==> config.mk <==
export PLATFORM = sky130hd
export DESIGN_NAME = sfqpc_core
export DESIGN_NICKNAME = d
export VERILOG_FILES = /design/src/sfqpc_pkg.sv /design/src/sfqpc_rom_if.sv /design/src/sfqpc_core.sv /design/src/sfqpc_sfdp_rom.sv
export SDC_FILE = /design/constraint.sdc
export NUM_CORES = 1
export LEC_CHECK = 0
export ABC_AREA = 1
export BUFFER_PORTS_ARGS = -buffer_cell sky130_fd_sc_hd__buf_2
export CAP_MARGIN = 10
export CORE_UTILIZATION = 55
export CTS_CLUSTER_SIZE = 16
export DETAILED_ROUTE_END_ITERATION = 7
export GPL_ROUTABILITY_DRIVEN = 0
export MAX_ROUTING_LAYER = met4
export PLACE_DENSITY = 0.77
export SLEW_MARGIN = 10
export SYNTH_ARGS = -nofsm -noshare
export SYNTH_HDL_FRONTEND = slang
export SYNTH_HIERARCHICAL = 1
export SYNTH_SLANG_ARGS = --single-unit
export TNS_END_PERCENT = 100
==> constraint.sdc <==
create_clock -name ref_clk -period 3.18 [get_ports ref_clk]
set_clock_uncertainty 0.15 [all_clocks]
set_input_delay 0.636 -clock ref_clk [delete_from_list [all_inputs] [get_ports ref_clk]]
set_output_delay 0.636 -clock ref_clk [all_outputs]
set_load 0.005 [all_outputs]
==> src/sfqpc_pkg.sv <==
`default_nettype none

package sfqpc_pkg;

   localparam int CLK_PERIOD_NS = 4;

   // wait after leaving deep sleep is (count + 1) * unit
   localparam int DPD_UNIT_NS   = 1000;
   localparam int DPD_COUNT     = 2;
   localparam int TRES_NS       = (DPD_COUNT + 1) * DPD_UNIT_NS;
   localparam int TRES_CYC      = (TRES_NS + CLK_PERIOD_NS - 1) / CLK_PERIOD_NS;
   localparam int BUSY_W        = 16;

   localparam logic [7:0] OP_RD_SR1  = 8'h05;
   localparam logic [7:0] OP_RD_SR2  = 8'h35;
   localparam logic [7:0] OP_WR_SR   = 8'h01;
   localparam logic [7:0] OP_RD_TBL  = 8'h5a;
   localparam logic [7:0] OP_QREAD   = 8'heb;
   localparam logic [7:0] OP_WAKE    = 8'hab;
   localparam logic [7:0] OP_SLEEP   = 8'hb9;

   localparam logic [7:0] MODE_KEEP  = 8'ha5;
   localparam logic [7:0] MODE_EXIT  = 8'h00;
   localparam logic [3:0] ONES_NIB   = 4'hf;
   localparam logic [7:0] ERASED     = 8'hff;

   localparam int SR1_BUSY_BIT = 0;
   localparam int SR2_QE_BIT   = 1;
   localparam int DO_PIN       = 1;
   localparam int DI_PIN       = 0;

   // phase lengths in link clocks, minus one
   localparam logic [4:0] LAST_BYTE   = 5'h07;
   localparam logic [4:0] LAST_SADDR  = 5'h17;
   localparam logic [4:0] LAST_WRSR   = 5'h0f;
   localparam logic [4:0] LAST_QADDR  = 5'h05;
   localparam logic [4:0] LAST_QMODE  = 5'h01;
   localparam logic [4:0] LAST_QDUMMY = 5'h03;
   localparam logic [2:0] LAST_SBIT   = 3'h7;
   localparam logic [2:0] LAST_QNIB   = 3'h1;

   localparam logic [7:0] TBL_A36 = 8'h36;
   localparam logic [7:0] TBL_A37 = 8'h37;
   localparam logic [7:0] TBL_A38 = 8'h38;
   localparam logic [7:0] TBL_A39 = 8'h39;
   localparam logic [7:0] TBL_A3A = 8'h3a;
   localparam logic [7:0] TBL_A3B = 8'h3b;
   localparam logic [7:0] TBL_V36 = 8'hd5;
   localparam logic [7:0] TBL_V37 = 8'h5c;
   localparam logic [7:0] TBL_V38 = 8'h00;
   localparam logic [7:0] TBL_V39 = 8'hf6;
   localparam logic [7:0] TBL_V3A = 8'h59;
   localparam logic [7:0] TBL_V3B = 8'hff;

   localparam int REG_AW = 8;
   localparam int REG_DW = 32;
   localparam logic [7:0] OFF_IRQ_STAT = 8'h00;
   localparam logic [7:0] OFF_IRQ_MASK = 8'h04;
   localparam logic [7:0] OFF_STATE    = 8'h08;
   localparam logic [7:0] OFF_CTRL     = 8'h0c;

   localparam int NEV          = 4;
   localparam int EV_SLEEP     = 0;
   localparam int EV_WAKE      = 1;
   localparam int EV_QE_WRITE  = 2;
   localparam int EV_CONT_EXIT = 3;

   // pins as sampled: {sck, cs_n, io[3:0]}, chip select idles high
   localparam logic [5:0] PIN_IDLE = 6'h10;

   typedef enum logic [3:0] {
      S_IDLE, S_CMD, S_SADDR, S_SDUMMY, S_SOUT, S_WRSR, S_TAIL,
      S_QADDR, S_QMODE, S_QDUMMY, S_QOUT, S_IGNORE
   } sfqpc_state_type;

endpackage

`default_nettype wire

==> src/sfqpc_rom_if.sv <==
`default_nettype none

interface sfqpc_rom_if;
   logic [7:0] addr;
   logic [7:0] data;
   modport user (output addr, input data);
   modport rom  (input addr, output data);
endinterface

`default_nettype wire

==> src/sfqpc_core.sv <==
// Behaviour
// - table bytes 36h,37h read D5h,5Ch
// - table bytes 38h..3Bh read 00h,F6h,59h,FFh
// - instruction ABh leaves deep sleep
// - three microsecond wait after wake-up
// - status byte one bit 0 shows busy
// - quad enable is bit 1, read by 35h
// - 01h with two bytes writes quad enable
// - mode bits A5h keep continuous read
// - mode bits 00h end continuous read
// - eight clocks of ones end continuous read
// - quad-address read with four data lines
// - no way to disable hold, protect
// - instruction B9h enters deep sleep
//
// Local design decisions: the strobed register port and the register offsets.
`default_nettype none

module sfqpc_core #(
   parameter int WRSR_NS = 1000
) (
   input  wire logic                         ref_clk,
   input  wire logic                         sys_rst,
   input  wire logic                         spi_clk,
   input  wire logic                         spi_cs_n,
   input  wire logic [3:0]                   spi_io_in,
   output var  logic [3:0]                   spi_io_out,
   output var  logic [3:0]                   spi_io_oe,
   input  wire logic [sfqpc_pkg::REG_AW-1:0] reg_addr,
   input  wire logic [sfqpc_pkg::REG_DW-1:0] reg_wdata,
   input  wire logic                         reg_wr,
   input  wire logic                         reg_rd,
   output var  logic [sfqpc_pkg::REG_DW-1:0] reg_rdata,
   output var  logic                         irq
);
   import sfqpc_pkg::*;

   localparam int WRSR_CYC = (WRSR_NS + CLK_PERIOD_NS - 1) / CLK_PERIOD_NS;
   localparam logic [BUSY_W-1:0] TRES_LOAD = BUSY_W'(TRES_CYC);
   localparam logic [BUSY_W-1:0] WRSR_LOAD = BUSY_W'(WRSR_CYC);

   if (WRSR_CYC < 1 || WRSR_CYC >= 2 ** BUSY_W || TRES_CYC >= 2 ** BUSY_W)
      $error("busy times do not fit the busy counter");

   // pin sampling
   logic [5:0]      s1_reg, s2_reg, s3_reg, flt_reg;
   logic [5:0]      flt_next;
   logic            sck_rise, sck_fall, cs_fall, cs_rise, sel;
   logic [3:0]      io_now;

   // frame state
   sfqpc_state_type st_reg, st_next, cmd_st;
   logic [4:0]      cnt_reg, cnt_next;
   logic [7:0]      cmd_reg, cmd_next, cmd_in;
   logic [23:0]     sh_reg, sh_next;
   logic [7:0]      mode_reg, mode_next;
   logic            ones_reg, ones_next;
   logic [7:0]      out_reg, out_next, byte_src;
   logic [2:0]      ocnt_reg, ocnt_next;
   logic            first_reg, first_next;
   logic [7:0]      ptr_reg, ptr_next;
   logic            quad_out, out_phase;
   logic [3:0]      io_o_next, oe_next;

   // device state
   logic              dpd_reg, dpd_next;
   logic              qe_reg, qe_next, qe_in;
   logic              cont_reg, cont_next;
   logic [BUSY_W-1:0] busy_reg, busy_next;
   logic              operation_in_progress_flag, busy;
   logic [7:0]        sr1, sr2;
   logic [NEV-1:0]    ev;

   // register file
   logic              force_reg;
   logic [NEV-1:0]    mask_reg, stat_reg, stat_next;
   logic [3:0]        state_bits;
   logic [REG_DW-1:0] rd_mux;
   logic              rd_stat, wr_mask, wr_ctrl;

   sfqpc_rom_if rom_bus ();

   sfqpc_sfdp_rom u_rom (
      .ref_clk (ref_clk),
      .sys_rst (sys_rst),
      .bus     (rom_bus.rom)
   );

   assign rom_bus.addr = ptr_reg;

   // a pin level moves only when the second and third stages agree
   assign flt_next = (s2_reg & s3_reg) | (flt_reg & (s2_reg | s3_reg));
   assign sck_rise = flt_next[5] & ~flt_reg[5];
   assign sck_fall = ~flt_next[5] & flt_reg[5];
   assign cs_fall  = ~flt_next[4] & flt_reg[4];
   assign cs_rise  = flt_next[4] & ~flt_reg[4];
   assign sel      = ~flt_next[4];
   assign io_now   = flt_next[3:0];

   always_ff @(posedge ref_clk)
   begin
      if (sys_rst)
      begin
         s1_reg  <= PIN_IDLE;
         s2_reg  <= PIN_IDLE;
         s3_reg  <= PIN_IDLE;
         flt_reg <= PIN_IDLE;
      end
      else
      begin
         s1_reg  <= {spi_clk, spi_cs_n, spi_io_in};
         s2_reg  <= s1_reg;
         s3_reg  <= s2_reg;
         flt_reg <= flt_next;
      end
   end

   assign operation_in_progress_flag    = (busy_reg != '0) | force_reg;
   assign busy   = operation_in_progress_flag;
   assign sr1    = 8'(operation_in_progress_flag) << SR1_BUSY_BIT;
   assign sr2    = 8'(qe_reg) << SR2_QE_BIT;
   assign cmd_in = {sh_reg[6:0], io_now[DI_PIN]};
   assign qe_in  = sh_reg[SR2_QE_BIT];

   // asleep only the wake code is heard; busy only the busy poll
   assign cmd_st = dpd_reg ? ((cmd_in == OP_WAKE) ? S_TAIL : S_IGNORE) :
                   (cmd_in == OP_RD_SR1) ? S_SOUT :
                   busy ? S_IGNORE :
                   (cmd_in == OP_RD_SR2) ? S_SOUT :
                   (cmd_in == OP_WR_SR)  ? S_WRSR :
                   (cmd_in == OP_RD_TBL) ? S_SADDR :
                   (cmd_in == OP_QREAD && qe_reg) ? S_QADDR :
                   (cmd_in == OP_SLEEP)  ? S_TAIL :
                   S_IGNORE;

   assign byte_src = (cmd_next == OP_QREAD)  ? ERASED :
                     (cmd_next == OP_RD_SR1) ? sr1 :
                     (cmd_next == OP_RD_SR2) ? sr2 :
                     rom_bus.data;

   assign out_phase = (st_reg == S_SOUT) || (st_reg == S_QOUT);
   assign quad_out  = (st_reg == S_QOUT);

   always_comb
   begin
      st_next    = st_reg;
      cnt_next   = cnt_reg;
      cmd_next   = cmd_reg;
      sh_next    = sh_reg;
      mode_next  = mode_reg;
      ones_next  = ones_reg;
      out_next   = out_reg;
      ocnt_next  = ocnt_reg;
      first_next = first_reg;
      ptr_next   = ptr_reg;
      if (!sel)
         st_next = S_IDLE;
      else if (cs_fall)
      begin
         // a continuous-mode frame carries no instruction byte
         st_next   = cont_reg ? S_QADDR : S_CMD;
         cmd_next  = cont_reg ? OP_QREAD : cmd_reg;
         cnt_next  = '0;
         ones_next = 1'b1;
      end
      else if (sck_rise)
      begin
         cnt_next = cnt_reg + 5'h01;
         case (st_reg)
            S_CMD:
            begin
               sh_next = {sh_reg[22:0], io_now[DI_PIN]};
               if (cnt_reg == LAST_BYTE)
               begin
                  st_next  = cmd_st;
                  cmd_next = cmd_in;
                  cnt_next = '0;
               end
            end
            S_SADDR:
            begin
               sh_next = {sh_reg[22:0], io_now[DI_PIN]};
               if (cnt_reg == LAST_SADDR)
               begin
                  st_next  = S_SDUMMY;
                  ptr_next = cmd_in;
                  cnt_next = '0;
               end
            end
            S_SDUMMY:
               if (cnt_reg == LAST_BYTE)
                  st_next = S_SOUT;
            S_WRSR:
            begin
               sh_next = {sh_reg[22:0], io_now[DI_PIN]};
               if (cnt_reg == LAST_WRSR)
                  st_next = S_TAIL;
            end
            // any clock past a complete instruction voids it
            S_TAIL:
               st_next = S_IGNORE;
            S_QADDR:
            begin
               sh_next   = {sh_reg[19:0], io_now};
               ones_next = ones_reg & (io_now == ONES_NIB);
               if (cnt_reg == LAST_QADDR)
               begin
                  st_next  = S_QMODE;
                  cnt_next = '0;
               end
            end
            S_QMODE:
            begin
               mode_next = {mode_reg[3:0], io_now};
               ones_next = ones_reg & (io_now == ONES_NIB);
               if (cnt_reg == LAST_QMODE)
               begin
                  st_next  = S_QDUMMY;
                  cnt_next = '0;
               end
            end
            S_QDUMMY:
               if (cnt_reg == LAST_QDUMMY)
                  st_next = S_QOUT;
            default:
               ;
         endcase
         if ((st_next == S_SOUT || st_next == S_QOUT) && !out_phase)
         begin
            out_next   = byte_src;
            ptr_next   = ptr_reg + 8'h01;
            ocnt_next  = '0;
            first_next = 1'b1;
         end
      end
      else if (sck_fall && out_phase)
      begin
         // the first bit already stands from the load on the rising edge
         if (first_reg)
            first_next = 1'b0;
         else if (ocnt_reg == (quad_out ? LAST_QNIB : LAST_SBIT))
         begin
            out_next  = byte_src;
            ptr_next  = ptr_reg + 8'h01;
            ocnt_next = '0;
         end
         else
         begin
            out_next  = quad_out ? {out_reg[3:0], 4'h0} : {out_reg[6:0], 1'b0};
            ocnt_next = ocnt_reg + 3'h1;
         end
      end
   end

   // effects of a completed frame land on the rising chip select
   always_comb
   begin
      dpd_next  = dpd_reg;
      qe_next   = qe_reg;
      cont_next = cont_reg;
      busy_next = (busy_reg != '0) ? busy_reg - 1'b1 : busy_reg;
      ev        = '0;
      if (cs_rise && st_reg == S_TAIL)
      begin
         case (cmd_reg)
            OP_WAKE:
            begin
               dpd_next        = 1'b0;
               busy_next       = TRES_LOAD;
               ev[EV_WAKE]     = 1'b1;
            end
            OP_SLEEP:
            begin
               dpd_next        = 1'b1;
               ev[EV_SLEEP]    = 1'b1;
            end
            OP_WR_SR:
            begin
               qe_next         = qe_in;
               busy_next       = WRSR_LOAD;
               ev[EV_QE_WRITE] = 1'b1;
            end
            default:
               ;
         endcase
      end
      if (cs_rise && (st_reg == S_QDUMMY || st_reg == S_QOUT))
      begin
         // only A5h keeps the mode; 00h, the ones reset and all else leave it
         cont_next         = (mode_reg == MODE_KEEP) && !ones_reg;
         ev[EV_CONT_EXIT]  = cont_reg && !cont_next;
      end
   end

   always_ff @(posedge ref_clk)
   begin
      if (sys_rst)
      begin
         st_reg    <= S_IDLE;
         cnt_reg   <= '0;
         cmd_reg   <= '0;
         sh_reg    <= '0;
         mode_reg  <= '0;
         ones_reg  <= 1'b0;
         out_reg   <= '0;
         ocnt_reg  <= '0;
         first_reg <= 1'b0;
         ptr_reg   <= '0;
      end
      else
      begin
         st_reg    <= st_next;
         cnt_reg   <= cnt_next;
         cmd_reg   <= cmd_next;
         sh_reg    <= sh_next;
         mode_reg  <= mode_next;
         ones_reg  <= ones_next;
         out_reg   <= out_next;
         ocnt_reg  <= ocnt_next;
         first_reg <= first_next;
         ptr_reg   <= ptr_next;
      end
   end

   always_ff @(posedge ref_clk)
   begin
      if (sys_rst)
      begin
         dpd_reg  <= 1'b0;
         qe_reg   <= 1'b0;
         cont_reg <= 1'b0;
         busy_reg <= '0;
      end
      else
      begin
         dpd_reg  <= dpd_next;
         qe_reg   <= qe_next;
         cont_reg <= cont_next;
         busy_reg <= busy_next;
      end
   end

   // io2 and io3 turn to data only in the quad phases, nothing disables them
   assign io_o_next = quad_out ? out_reg[7:4] : 4'(out_reg[7]) << DO_PIN;
   assign oe_next   = (!sel || !out_phase) ? 4'h0 :
                      quad_out ? 4'hf : 4'(1'b1) << DO_PIN;

   always_ff @(posedge ref_clk)
   begin
      if (sys_rst)
      begin
         spi_io_out <= '0;
         spi_io_oe  <= '0;
      end
      else
      begin
         spi_io_out <= io_o_next;
         spi_io_oe  <= oe_next;
      end
   end

   // register port
   assign rd_stat    = reg_rd && (reg_addr == OFF_IRQ_STAT);
   assign wr_mask    = reg_wr && (reg_addr == OFF_IRQ_MASK);
   assign wr_ctrl    = reg_wr && (reg_addr == OFF_CTRL);
   // set wins over the clear of a status read in the same cycle
   assign stat_next  = (rd_stat ? '0 : stat_reg) | ev;
   assign state_bits = {cont_reg, dpd_reg, qe_reg, operation_in_progress_flag};
   assign rd_mux     = (reg_addr == OFF_IRQ_STAT) ? REG_DW'(stat_reg) :
                       (reg_addr == OFF_IRQ_MASK) ? REG_DW'(mask_reg) :
                       (reg_addr == OFF_STATE)    ? REG_DW'(state_bits) :
                       (reg_addr == OFF_CTRL)     ? REG_DW'(force_reg) :
                       '0;
   assign irq        = |(stat_reg & mask_reg);

   always_ff @(posedge ref_clk)
   begin
      if (sys_rst)
      begin
         stat_reg  <= '0;
         mask_reg  <= '0;
         force_reg <= 1'b0;
         reg_rdata <= '0;
      end
      else
      begin
         stat_reg  <= stat_next;
         reg_rdata <= reg_rd ? rd_mux : '0;
         if (wr_mask)
            mask_reg <= reg_wdata[NEV-1:0];
         if (wr_ctrl)
            force_reg <= reg_wdata[0];
      end
   end
endmodule // sfqpc_core

`default_nettype wire

==> src/sfqpc_sfdp_rom.sv <==
`default_nettype none

module sfqpc_sfdp_rom (
   input  wire logic ref_clk,
   input  wire logic sys_rst,
   sfqpc_rom_if.rom  bus
);
   import sfqpc_pkg::*;

   logic [7:0] byte_sel;
   logic [7:0] data_reg;

   // bytes outside the held words read as erased
   assign byte_sel = (bus.addr == TBL_A36) ? TBL_V36 :
                     (bus.addr == TBL_A37) ? TBL_V37 :
                     (bus.addr == TBL_A38) ? TBL_V38 :
                     (bus.addr == TBL_A39) ? TBL_V39 :
                     (bus.addr == TBL_A3A) ? TBL_V3A :
                     (bus.addr == TBL_A3B) ? TBL_V3B :
                     ERASED;

   always_ff @(posedge ref_clk)
   begin
      if (sys_rst)
         data_reg <= ERASED;
      else
         data_reg <= byte_sel;
   end

   assign bus.data = data_reg;
endmodule // sfqpc_sfdp_rom

`default_nettype wire

==> flow_metrics.tcl, run 1 <==
set metrics [dict create \
    critical_path_class "reg2reg" \
    synthCells 967 \
    dp_hpwl_um 9960 \
    hold_class "in2reg" \
    max_slew_margin 0.507 \
    drc 4 \
    drtIter0Drc 559 \
    die_h_um 112 \
    violations "design-rule violations" \
    arrival_ns 2.97 \
    yosys.area.top_type "dfxtp_1" \
    fin_nets 1058 \
    largest_register_ffs 16 \
    clk_latency_ns 0.42 \
    holdBufCountCts 0 \
    initial_utilization 0.571 \
    num_io_pins 91 \
    rsz0062_at_grt "no" \
    maxSlewViolCount 0 \
    placed_cells 1126 \
    dieArea_um2 12400 \
    netlist_area_um2 6600 \
    tritoncts "done" \
    cts_buffers 17 \
    hold_violations 0 \
    path_clk_slew_ns 0.05 \
    netlist_top_cells_count "nand2_1 (181), inv_1 (142), nor2_1 (141)" \
    avgSynthCellArea_um2 6.82 \
    fp.dieW_um 112 \
    viasPerCell 5.11 \
    final-setup-viol-count 0 \
    seq_area_um2 2420 \
    grt_max_degree 51 \
    synth-seq-cells 121 \
    detail-route-antenna-nets 0 \
    ys_types 52 \
    max_slew.worst_pin.slew_ns 0.733 \
    fill_cells 1044 \
    required_ns 3.31 \
    power_leakage_uw 0.00336 \
    finalCriticalPeriod_ns 2.84 \
    areaGrowthSynthToFinish_pct 11.9 \
    end_kind "register" \
    cts.repair.resized 0 \
    synth_warnings 6 \
    synth_edf_count 0 \
    stdcell_count 1157 \
    cts_max_level 4 \
    post-cts-setup-buffers 0 \
    portBuffers 34 \
    fin_crit_sh 0.893 \
    dr.pass1.iters 7 \
    avgRoutedWirePerCell_um 12.1 \
    grt_pass1_vias 5218 \
    synthFlopType "dfxtp_1" \
    fmax_mhz 352 \
    power_density_nw_per_um2 585 \
    diodes 0 \
    ys_seq_area_frac 0.367 \
    synth_most_common_cell "nand2_1" \
    status "finished, violations left" \
    cts-root-buf "clkbuf_16" \
    cts_num_sinks 121 \
    grt_pass1_wl_um 24000 \
    yosys-top-cells-area "dfxtp_1 (37%), nand2_1 (10%), inv_1 (8.1%)" \
    async_flop_share 0 \
    vias 5912 \
    num_rows 39 \
    cp_max_fo 18 \
    holdWs_ns 0.251 \
    track_usage 0.248 \
    max_cap_viol_count 0 \
    final_util 0.638 \
    overflow 0 \
    stdcell_area_um2 7380 \
    ir_worst_vdd_v 0.000481 \
    synth_top_area_frac 0.367 \
    grt_antenna_before_repair 0 \
    routed_wl_um 14000 \
    clock_path_buffers 2 \
    coreArea_um2 11600 \
    drive_gt1_frac 0.140 \
    startpoint_type "register" \
    multi_input_area_um2 3360 \
    tns_ns 0 \
    placed_cell_area_um2 6760 \
]
-- placed cells by master (no fill, tap or decap), types with 7 or more instances in the layout --
| cell | instances |
|---|---|
| nor2_2 | 17 |
| nand3_1 | 51 |
| inv_1 | 142 |
| dfxtp_1 | 121 |
| nor4_1 | 10 |
| xor2_1 | 8 |
| conb_1 | 28 |
| o21ai_0 | 47 |
| nand4_1 | 13 |
| buf_2 | 34 |
| inv_2 | 10 |
| nor2_1 | 141 |
| a21oi_1 | 54 |
| a21oi_2 | 7 |
| a31oi_1 | 10 |
| nand2_1 | 181 |
| clkbuf_16 | 17 |
| nand2_2 | 7 |
| o21ai_1 | 8 |
| nor3_1 | 20 |
-- stage by stage --
stage	worst slack (ns)	total power [µW]
3_3_place_gp	0.395	2360
2_1_floorplan	0.780	2250
3_5_place_dp	0.324	2370
6_report	0.341	4320
5_1_grt	0.0523	4530
4_1_cts	0.295	4350
-- logic make-up after synthesis --
family          synth area share
simple gates               0.332
compound gates             0.132
buf+inv                    0.141
other cells             0.000568
flops                      0.367
xor+xnor                  0.0159
fa+ha+maj                 0.0114
-- routing by layer --
metal / GRT usage / up-vias / wire length (µm)
li1: - / 3103 / -
met1: 0.320 / 2616 / 6850
met2: 0.366 / 172 / 6050
met3: 0.0686 / 21 / 811
met4: 0.0973 / 0 / 264
met5: - / - / 0
-- worst max-delay path, stage by stage, from the launching register on --
cell and delay (ns):
dfxtp_1 0.32, inv_1 0.07, ha_1 0.19, inv_1 0.07, nor2_1 0.08, nand2_1 0.05
nor2_1 0.14, nand4_2 0.18, nor2_2 0.20, nand2_1 0.08, nand4_1 0.10, nand2_1 0.06
nand2_1 0.09, nand2_1 0.07, nor2_2 0.17, nand2_4 0.13, nand2_8 0.15, nand2_4 0.15
a21oi_1 0.18, nor3_2 0.05
-- worst paths after layout --
path / from / end / slack (ns) / depth (start not counted)
max: busy_reg[0]$_SDFF_PP0_ / ocnt_reg[1]$_SDFFE_PP0P_ / 0.34 / 19
min: spi_cs_n / s1_reg[4]$_SDFF_PP1_ / 0.25 / 2
max reg2reg: busy_reg[0]$_SDFF_PP0_ / ocnt_reg[1]$_SDFFE_PP0P_ / 0.34 / 19
min reg2reg: s1_reg[0]$_SDFF_PP0_ / s2_reg[0]$_SDFF_PP0_ / 0.25 / 2
-- layout make-up --
cell class              instances  share of cell area
clock inverters                11              0.0197
multi-input cells             668               0.455
inverters                     153              0.0781
well taps                     143              0.0242
repair buffers                 41              0.0319
flip-flops and latches        121               0.328
clock buffers                  20              0.0632
-- power by group --
| group | switching (µW) | leakage (µW) | internal (µW) |
|---|---|---|---|
| Clock | 684 | 0.000294 | 1290 |
| Combinational | 427 | 0.00208 | 235 |
| Sequential | 71.1 | 0.000981 | 1610 |
(Power assumes the default switching activity.)
==> run 2, diff against run 1 <==
--- a/config.mk
+++ b/config.mk
@@ -5,7 +5,6 @@
 export SDC_FILE = /design/constraint.sdc
 export NUM_CORES = 1
 export LEC_CHECK = 0
-export ABC_AREA = 1
 export BUFFER_PORTS_ARGS = -buffer_cell sky130_fd_sc_hd__buf_2
 export CAP_MARGIN = 10
 export CORE_UTILIZATION = 55
==> flow_metrics.tcl, run 2 <==
set metrics [dict create \
    max_cap_viol_count 0 \
    cts_max_level 4 \
    hold_class "in2reg" \
    num_rows 39 \
    fmax_mhz 330 \
    fp.dieW_um 110 \
    netlist_area_um2 6400 \
    yosys.area.top_type "dfxtp_1" \
    drive_gt1_frac 0.185 \
    path_clk_slew_ns 0.06 \
    cp_slowest_cell "or4_4" \
    grt_pass1_vias 5026 \
    portBuffers 34 \
    cp_cell_sequence "or4_4 > nand4bb_4 > nor2_1 > a21oi_1 > nor3b_1 > o32a_1 > o21ai_2 > buf_12 > or3_1 > a21oi_1" \
    num_io_pins 91 \
    arrival_ns 3.22 \
    viasPerCell 5.88 \
    clk_latency_ns 0.42 \
    holdBufCountCts 0 \
    final-setup-viol-count 0 \
    vias 5672 \
    synth_top_area_frac 0.379 \
    coreArea_um2 11400 \
    synth_most_common_cell "dfxtp_1" \
    diodes 0 \
    status "finished, final reports clean" \
    dpl_worst_slack_ns -0.0148 \
    avgSynthCellArea_um2 8.34 \
    grt_antenna_before_repair 0 \
    report.power.total_uw 4360 \
    cts_num_sinks 121 \
    die_h_um 110 \
    max_slew.worst_pin.slew_ns 0.724 \
    clock_path_buffers 2 \
    maxSlewViolCount 0 \
    worst_slack_ns 0.152 \
    critPathMostFrequentCell "a21oi_1" \
    detail-route-antenna-nets 0 \
    dr.pass1.iters 5 \
    required_ns 3.37 \
    overflow 0 \
    power_density_nw_per_um2 580 \
    avgRoutedWirePerCell_um 15.4 \
    ys_types 81 \
    tritoncts "done" \
    grt_use_met1 0.308 \
    grt_pass1_wl_um 23400 \
    fill_cells 907 \
    synthCells 767 \
    max_slew_margin 0.517 \
    dp_hpwl_um 10000 \
    power_leakage_uw 0.00297 \
    critical_path_class "reg2reg" \
    cts_buffers 17 \
    drtIter0Drc 473 \
    end_kind "register" \
    final_cell_mix "dfxtp_1 (116), nor2_1 (84), nand2_1 (69), a21oi_1 (53), buf_4 (40)" \
    finalCriticalPeriod_ns 3.03 \
    routed_wl_um 14900 \
    async_flop_share 0 \
    largest_register_ffs 16 \
    track_usage 0.258 \
    cp_max_fo 20 \
    top_usage_layer "met2" \
    hold_violations 0 \
    areaGrowthSynthToFinish_pct 17.6 \
    met2_usage 0.421 \
    mostFrequentLayoutCell "dfxtp_1" \
    fin_nets 866 \
    synth-seq-cells 121 \
    netlist_top_cells_count "dfxtp_1 (121), nor2_1 (84), nand2_1 (69)" \
    cp_slowest_stage_delay_ns 0.55 \
    ys_seq_area_frac 0.379 \
    stdcell_count 965 \
    fin_crit_sh 0.952 \
    ir_worst_vdd_v 0.000650 \
    synthFlopType "dfxtp_1" \
    synth_warnings 6 \
    startpoint_type "register" \
    synth_edf_count 0 \
    placed_cells 931 \
    grt_use_met3 0.0587 \
    yosys-top-cells-area "dfxtp_1 (38%), mux2i_1 (5.0%), nor2_1 (4.9%)" \
    cts-root-buf "clkbuf_16" \
    grt_max_degree 69 \
    dieArea_um2 12100 \
    drc 0 \
    initial_utilization 0.563 \
]
-- run 2: cell count changes after synthesis, moves of 32 or more --
cell	before	now
nor2_1	141	84
nand2_1	181	69
inv_1	142	17
nand3_1	51	17
mux2i_1	0	32
-- run 2: path summary, 6_finish.rpt --
| check | cells past startpoint | startpoint | slack [ns] | endpoint |
|---|---|---|---|---|
| worst max-delay path | 10 | busy_reg[4]$_SDFF_PP0_ | 0.15 | out_reg[0]$_SDFFE_PP0P_ |
| worst min-delay path | 2 | spi_cs_n | 0.25 | s1_reg[4]$_SDFF_PP1_ |
| worst max register to register | 10 | busy_reg[4]$_SDFF_PP0_ | 0.15 | out_reg[0]$_SDFFE_PP0P_ |
| worst min register to register | 1 | s1_reg[4]$_SDFF_PP1_ | 0.26 | s2_reg[4]$_SDFF_PP1_ |
-- run 2: metal layers --
layer / routed length (µm) / vias to the layer above / share of wire
li1: - / 2776 / -
met1: 6610 / 2707 / 0.44
met2: 7330 / 163 / 0.49
met3: 653 / 26 / 0.044
met4: 286 / 0 / 0.019
met5: 0 / - / 0
-- run 2: area by class of cell --
class,instances,area [µm²],area share
Multi-Input combinational cell,578,3720,0.495
Sequential cell,121,2430,0.323
Timing Repair Buffer,75,497,0.0660
Clock buffer,18,439,0.0584
Clock inverter,13,193,0.0256
Tap cell,143,179,0.0238
Inverter,17,63.8,0.00848
-- run 2: cell families (layout without fill, tap and decap cells) --
| kind of cell | Yosys count | after routing | synth area share |
|---|---|---|---|
| XOR/XNOR | 15 | 15 | 0.0205 |
| AO/OA/AOI/OAI | 169 | 169 | 0.179 |
| adder cells (fa/ha/maj) | 10 | 10 | 0.0182 |
| multiplexers | 33 | 33 | 0.0518 |
| AND/OR/NAND/NOR | 323 | 323 | 0.274 |
| flip-flops | 121 | 121 | 0.379 |
| other | 1 | 28 | 0.000586 |
| buffers and inverters | 95 | 123 | 0.0773 |
-- run 2: where the power goes --
part / internal, µW / switching (µW) / total, µW / leakage (µW)
Clock: 1340 / 717 / 2050 / 0.000303
Combinational: 296 / 343 / 639 / 0.00169
Sequential: 1590 / 78.8 / 1670 / 0.000983
Total: 3230 / 1140 / 4360 / 0.00297
-- run 2: critical path, delay by kind of cell (launching register included) --
family / cells / cell delay, ns
AOI/OAI and AO/OA: 4 / 0.65
buffers and inverters: 1 / 0.16
and+or+nand+nor: 5 / 1.67
DFF: 1 / 0.32
-- run 2: repair_timing --
item                       4_1_cts  5_1_grt
pin swaps                        1       12
buffers inserted                 0        3
resized for setup                3       31
setup endpoints to repair        2       18
-- run 2: stage by stage --
stage	setup TNS (ns)	cell area (µm²)	hold slack [ns]	util
after floorplan	0	6500	0.239	-
after global placement	0	6720	0.242	0.591
after detailed placement	-0.0148	6720	0.256	0.591
after CTS	0	7360	0.236	0.648
after global routing	-0.0531	7520	0.244	0.662
final	0	7520	0.246	0.662
==> run 3, diff against run 2 <==
--- a/config.mk
+++ b/config.mk
@@ -8,7 +8,6 @@
 export BUFFER_PORTS_ARGS = -buffer_cell sky130_fd_sc_hd__buf_2
 export CAP_MARGIN = 10
 export CORE_UTILIZATION = 55
-export CTS_CLUSTER_SIZE = 16
 export DETAILED_ROUTE_END_ITERATION = 7
 export GPL_ROUTABILITY_DRIVEN = 0
 export MAX_ROUTING_LAYER = met4
==> constraint.sdc (replaced) <==
create_clock -name ref_clk -period 3.18 [get_ports ref_clk]
set_clock_uncertainty 0.15 [all_clocks]
set_input_delay 0.159 -clock ref_clk [delete_from_list [all_inputs] [get_ports ref_clk]]
set_output_delay 0.159 -clock ref_clk [all_outputs]
set_load 0.005 [all_outputs]
==> flow_metrics.tcl, run 3 (same netlist as run 2, synthesis figures left out) <==
set metrics [dict create \
    status "finished, final reports clean" \
    hold_violations 0 \
    clock_path_buffers 2 \
    cts_max_level 4 \
    num_io_pins 91 \
    cts-root-buf "clkbuf_16" \
    max_cap_viol_count 0 \
    r2r_start "sh_reg[4]$_SDFFE_PP0P_" \
    required_ns 3.37 \
    cp_cell_sequence "nand4bb_1 > or4_1 > o41ai_1 > a21oi_1 > nor3b_1 > o32a_1 > o21ai_2 > buf_12 > or3_1 > a21oi_1" \
    fin_crit_sh 0.969 \
    coreArea_um2 11400 \
    cp_slowest_stage_delay_ns 0.53 \
    fill_cells 915 \
    clk_latency_ns 0.42 \
    placed_cell_area_um2 6730 \
    path_clk_slew_ns 0.05 \
    areaGrowthSynthToFinish_pct 19.0 \
    num_rows 39 \
    overflow 0 \
    ir_worst_vdd_v 0.000626 \
    p_sw_frac 0.261 \
    cts_num_sinks 121 \
    diodes 0 \
    viasPerCell 5.86 \
    dp_hpwl_um 10200 \
    cp_max_fo 20 \
    cp_slowest_cell "or4_1" \
    track_usage 0.264 \
    pwr-share-clk 0.450 \
    largest_register_ffs 16 \
    startpoint_type "register" \
    seq_area_um2 2430 \
    power_density_nw_per_um2 542 \
    maxSlewViolCount 0 \
    fp.dieW_um 110 \
    die_h_um 110 \
    cts_buffers 17 \
    end_kind "register" \
    finalCriticalPeriod_ns 3.08 \
    final-setup-viol-count 0 \
    dpl_worst_slack_ns 0.0231 \
    arrival_ns 3.27 \
    routed_wl_um 15200 \
    power.switching_uw 1080 \
    dieArea_um2 12100 \
    power_leakage_uw 0.00299 \
    tritoncts "done" \
    grt_pass1_wl_um 24000 \
    fmax_mhz 325 \
    r2r_end "out_reg[0]$_SDFFE_PP0P_" \
    vias 5738 \
    grt_antenna_before_repair 0 \
    crit_start "sh_reg[4]$_SDFFE_PP0P_" \
    grt_pass1_vias 5155 \
    critPathMostFrequentCell "a21oi_1" \
    portBuffers 34 \
    final_cell_mix "dfxtp_1 (117), nor2_1 (83), nand2_1 (69), a21oi_1 (53), buf_4 (42)" \
    multi_input_area_um2 3740 \
    ff2ff_setup_slack_ns 0.10 \
    intPower_uw 3050 \
    max_slew.worst_pin.slew_ns 1.02 \
    drc 0 \
    rr_worst_depth 10 \
    detail-route-antenna-nets 0 \
    fin_nets 880 \
    critical_path_class "reg2reg" \
    avgRoutedWirePerCell_um 15.5 \
    dr.pass1.iters 6 \
    initial_utilization 0.563 \
    hold_class "in2reg" \
    stdcell_area_um2 7610 \
    drtIter0Drc 480 \
    seq_power_share 0.403 \
    worst_slack_ns 0.100 \
    mostFrequentLayoutCell "dfxtp_1" \
    max_slew_margin 0.318 \
    grt_max_degree 103 \
    combPwrFrac 0.147 \
    drive_gt1_frac 0.184 \
    crit_path_end "out_reg[0]$_SDFFE_PP0P_" \
]
run 3: cell type report:
type,instances,share of cell area
clock inverter,11,0.0163
timing repair buffer,89,0.0830
inverter,17,0.00838
sequential,121,0.319
tap,143,0.0235
multi-input combinational,578,0.491
clock buffer,21,0.0592
run 3: critical path, delay by kind of cell, from the launching register on:
family	cells	cell delay, ns
buffers and inverters	1	0.16
and+or+nand+nor	4	1.41
DFF	1	0.46
AOI/OAI and AO/OA	5	0.82
run 3: per-stage QoR:
step                utilization  hold WS [ns]  instances  power (µW)  setup TNS, ns
floorplan                     -         0.113        794        2150              0
global placement          0.592         0.191        932        2220              0
detailed placement        0.592         0.193        932        2250              0
CTS                       0.653       0.00437        976        4100              0
global route              0.670        0.0426        980        4310        -0.0369
finish                    0.670        0.0170        980        4130              0
run 3: what timing repair did:
item | 4_1_cts | 5_1_grt
buffers inserted | 0 | 4
endpoints found under the hold margin | 17 | 0
resized for setup | 2 | 31
pin swaps | 0 | 13
hold buffers | 12 | 0
setup endpoints to repair | 1 | 18
run 3: worst min-delay path by stage:
stage                      from                       to  slack, ns  cells past startpoint
floorplan              spi_cs_n     s1_reg[4]$_SDFF_PP1_       0.11                      1
global placement       spi_cs_n     s1_reg[4]$_SDFF_PP1_       0.19                      2
detailed placement     spi_cs_n     s1_reg[4]$_SDFF_PP1_       0.19                      2
CTS                 reg_addr[2]  reg_rdata[0]$_SDFF_PP0_      0.004                      3
global route        reg_addr[2]  reg_rdata[0]$_SDFF_PP0_       0.04                      3
finish              reg_addr[2]  reg_rdata[0]$_SDFF_PP0_       0.02                      3
run 3: power groups by stage:
stage | registers (µW) | logic (µW) | clock network (µW)
after floorplan | 1680 | 468 | 0
after global placement | 1690 | 536 | 0
after detailed placement | 1690 | 555 | 0
after CTS | 1660 | 570 | 1870
after global routing | 1670 | 692 | 1940
final | 1660 | 609 | 1860
run 3: metal layers:
layer	track usage	routed length [µm]	vias to the layer above
li1	-	-	2796
met1	0.320	6510	2680
met2	0.419	7360	230
met3	0.0676	970	32
met4	0.104	316	0
met5	-	0	-
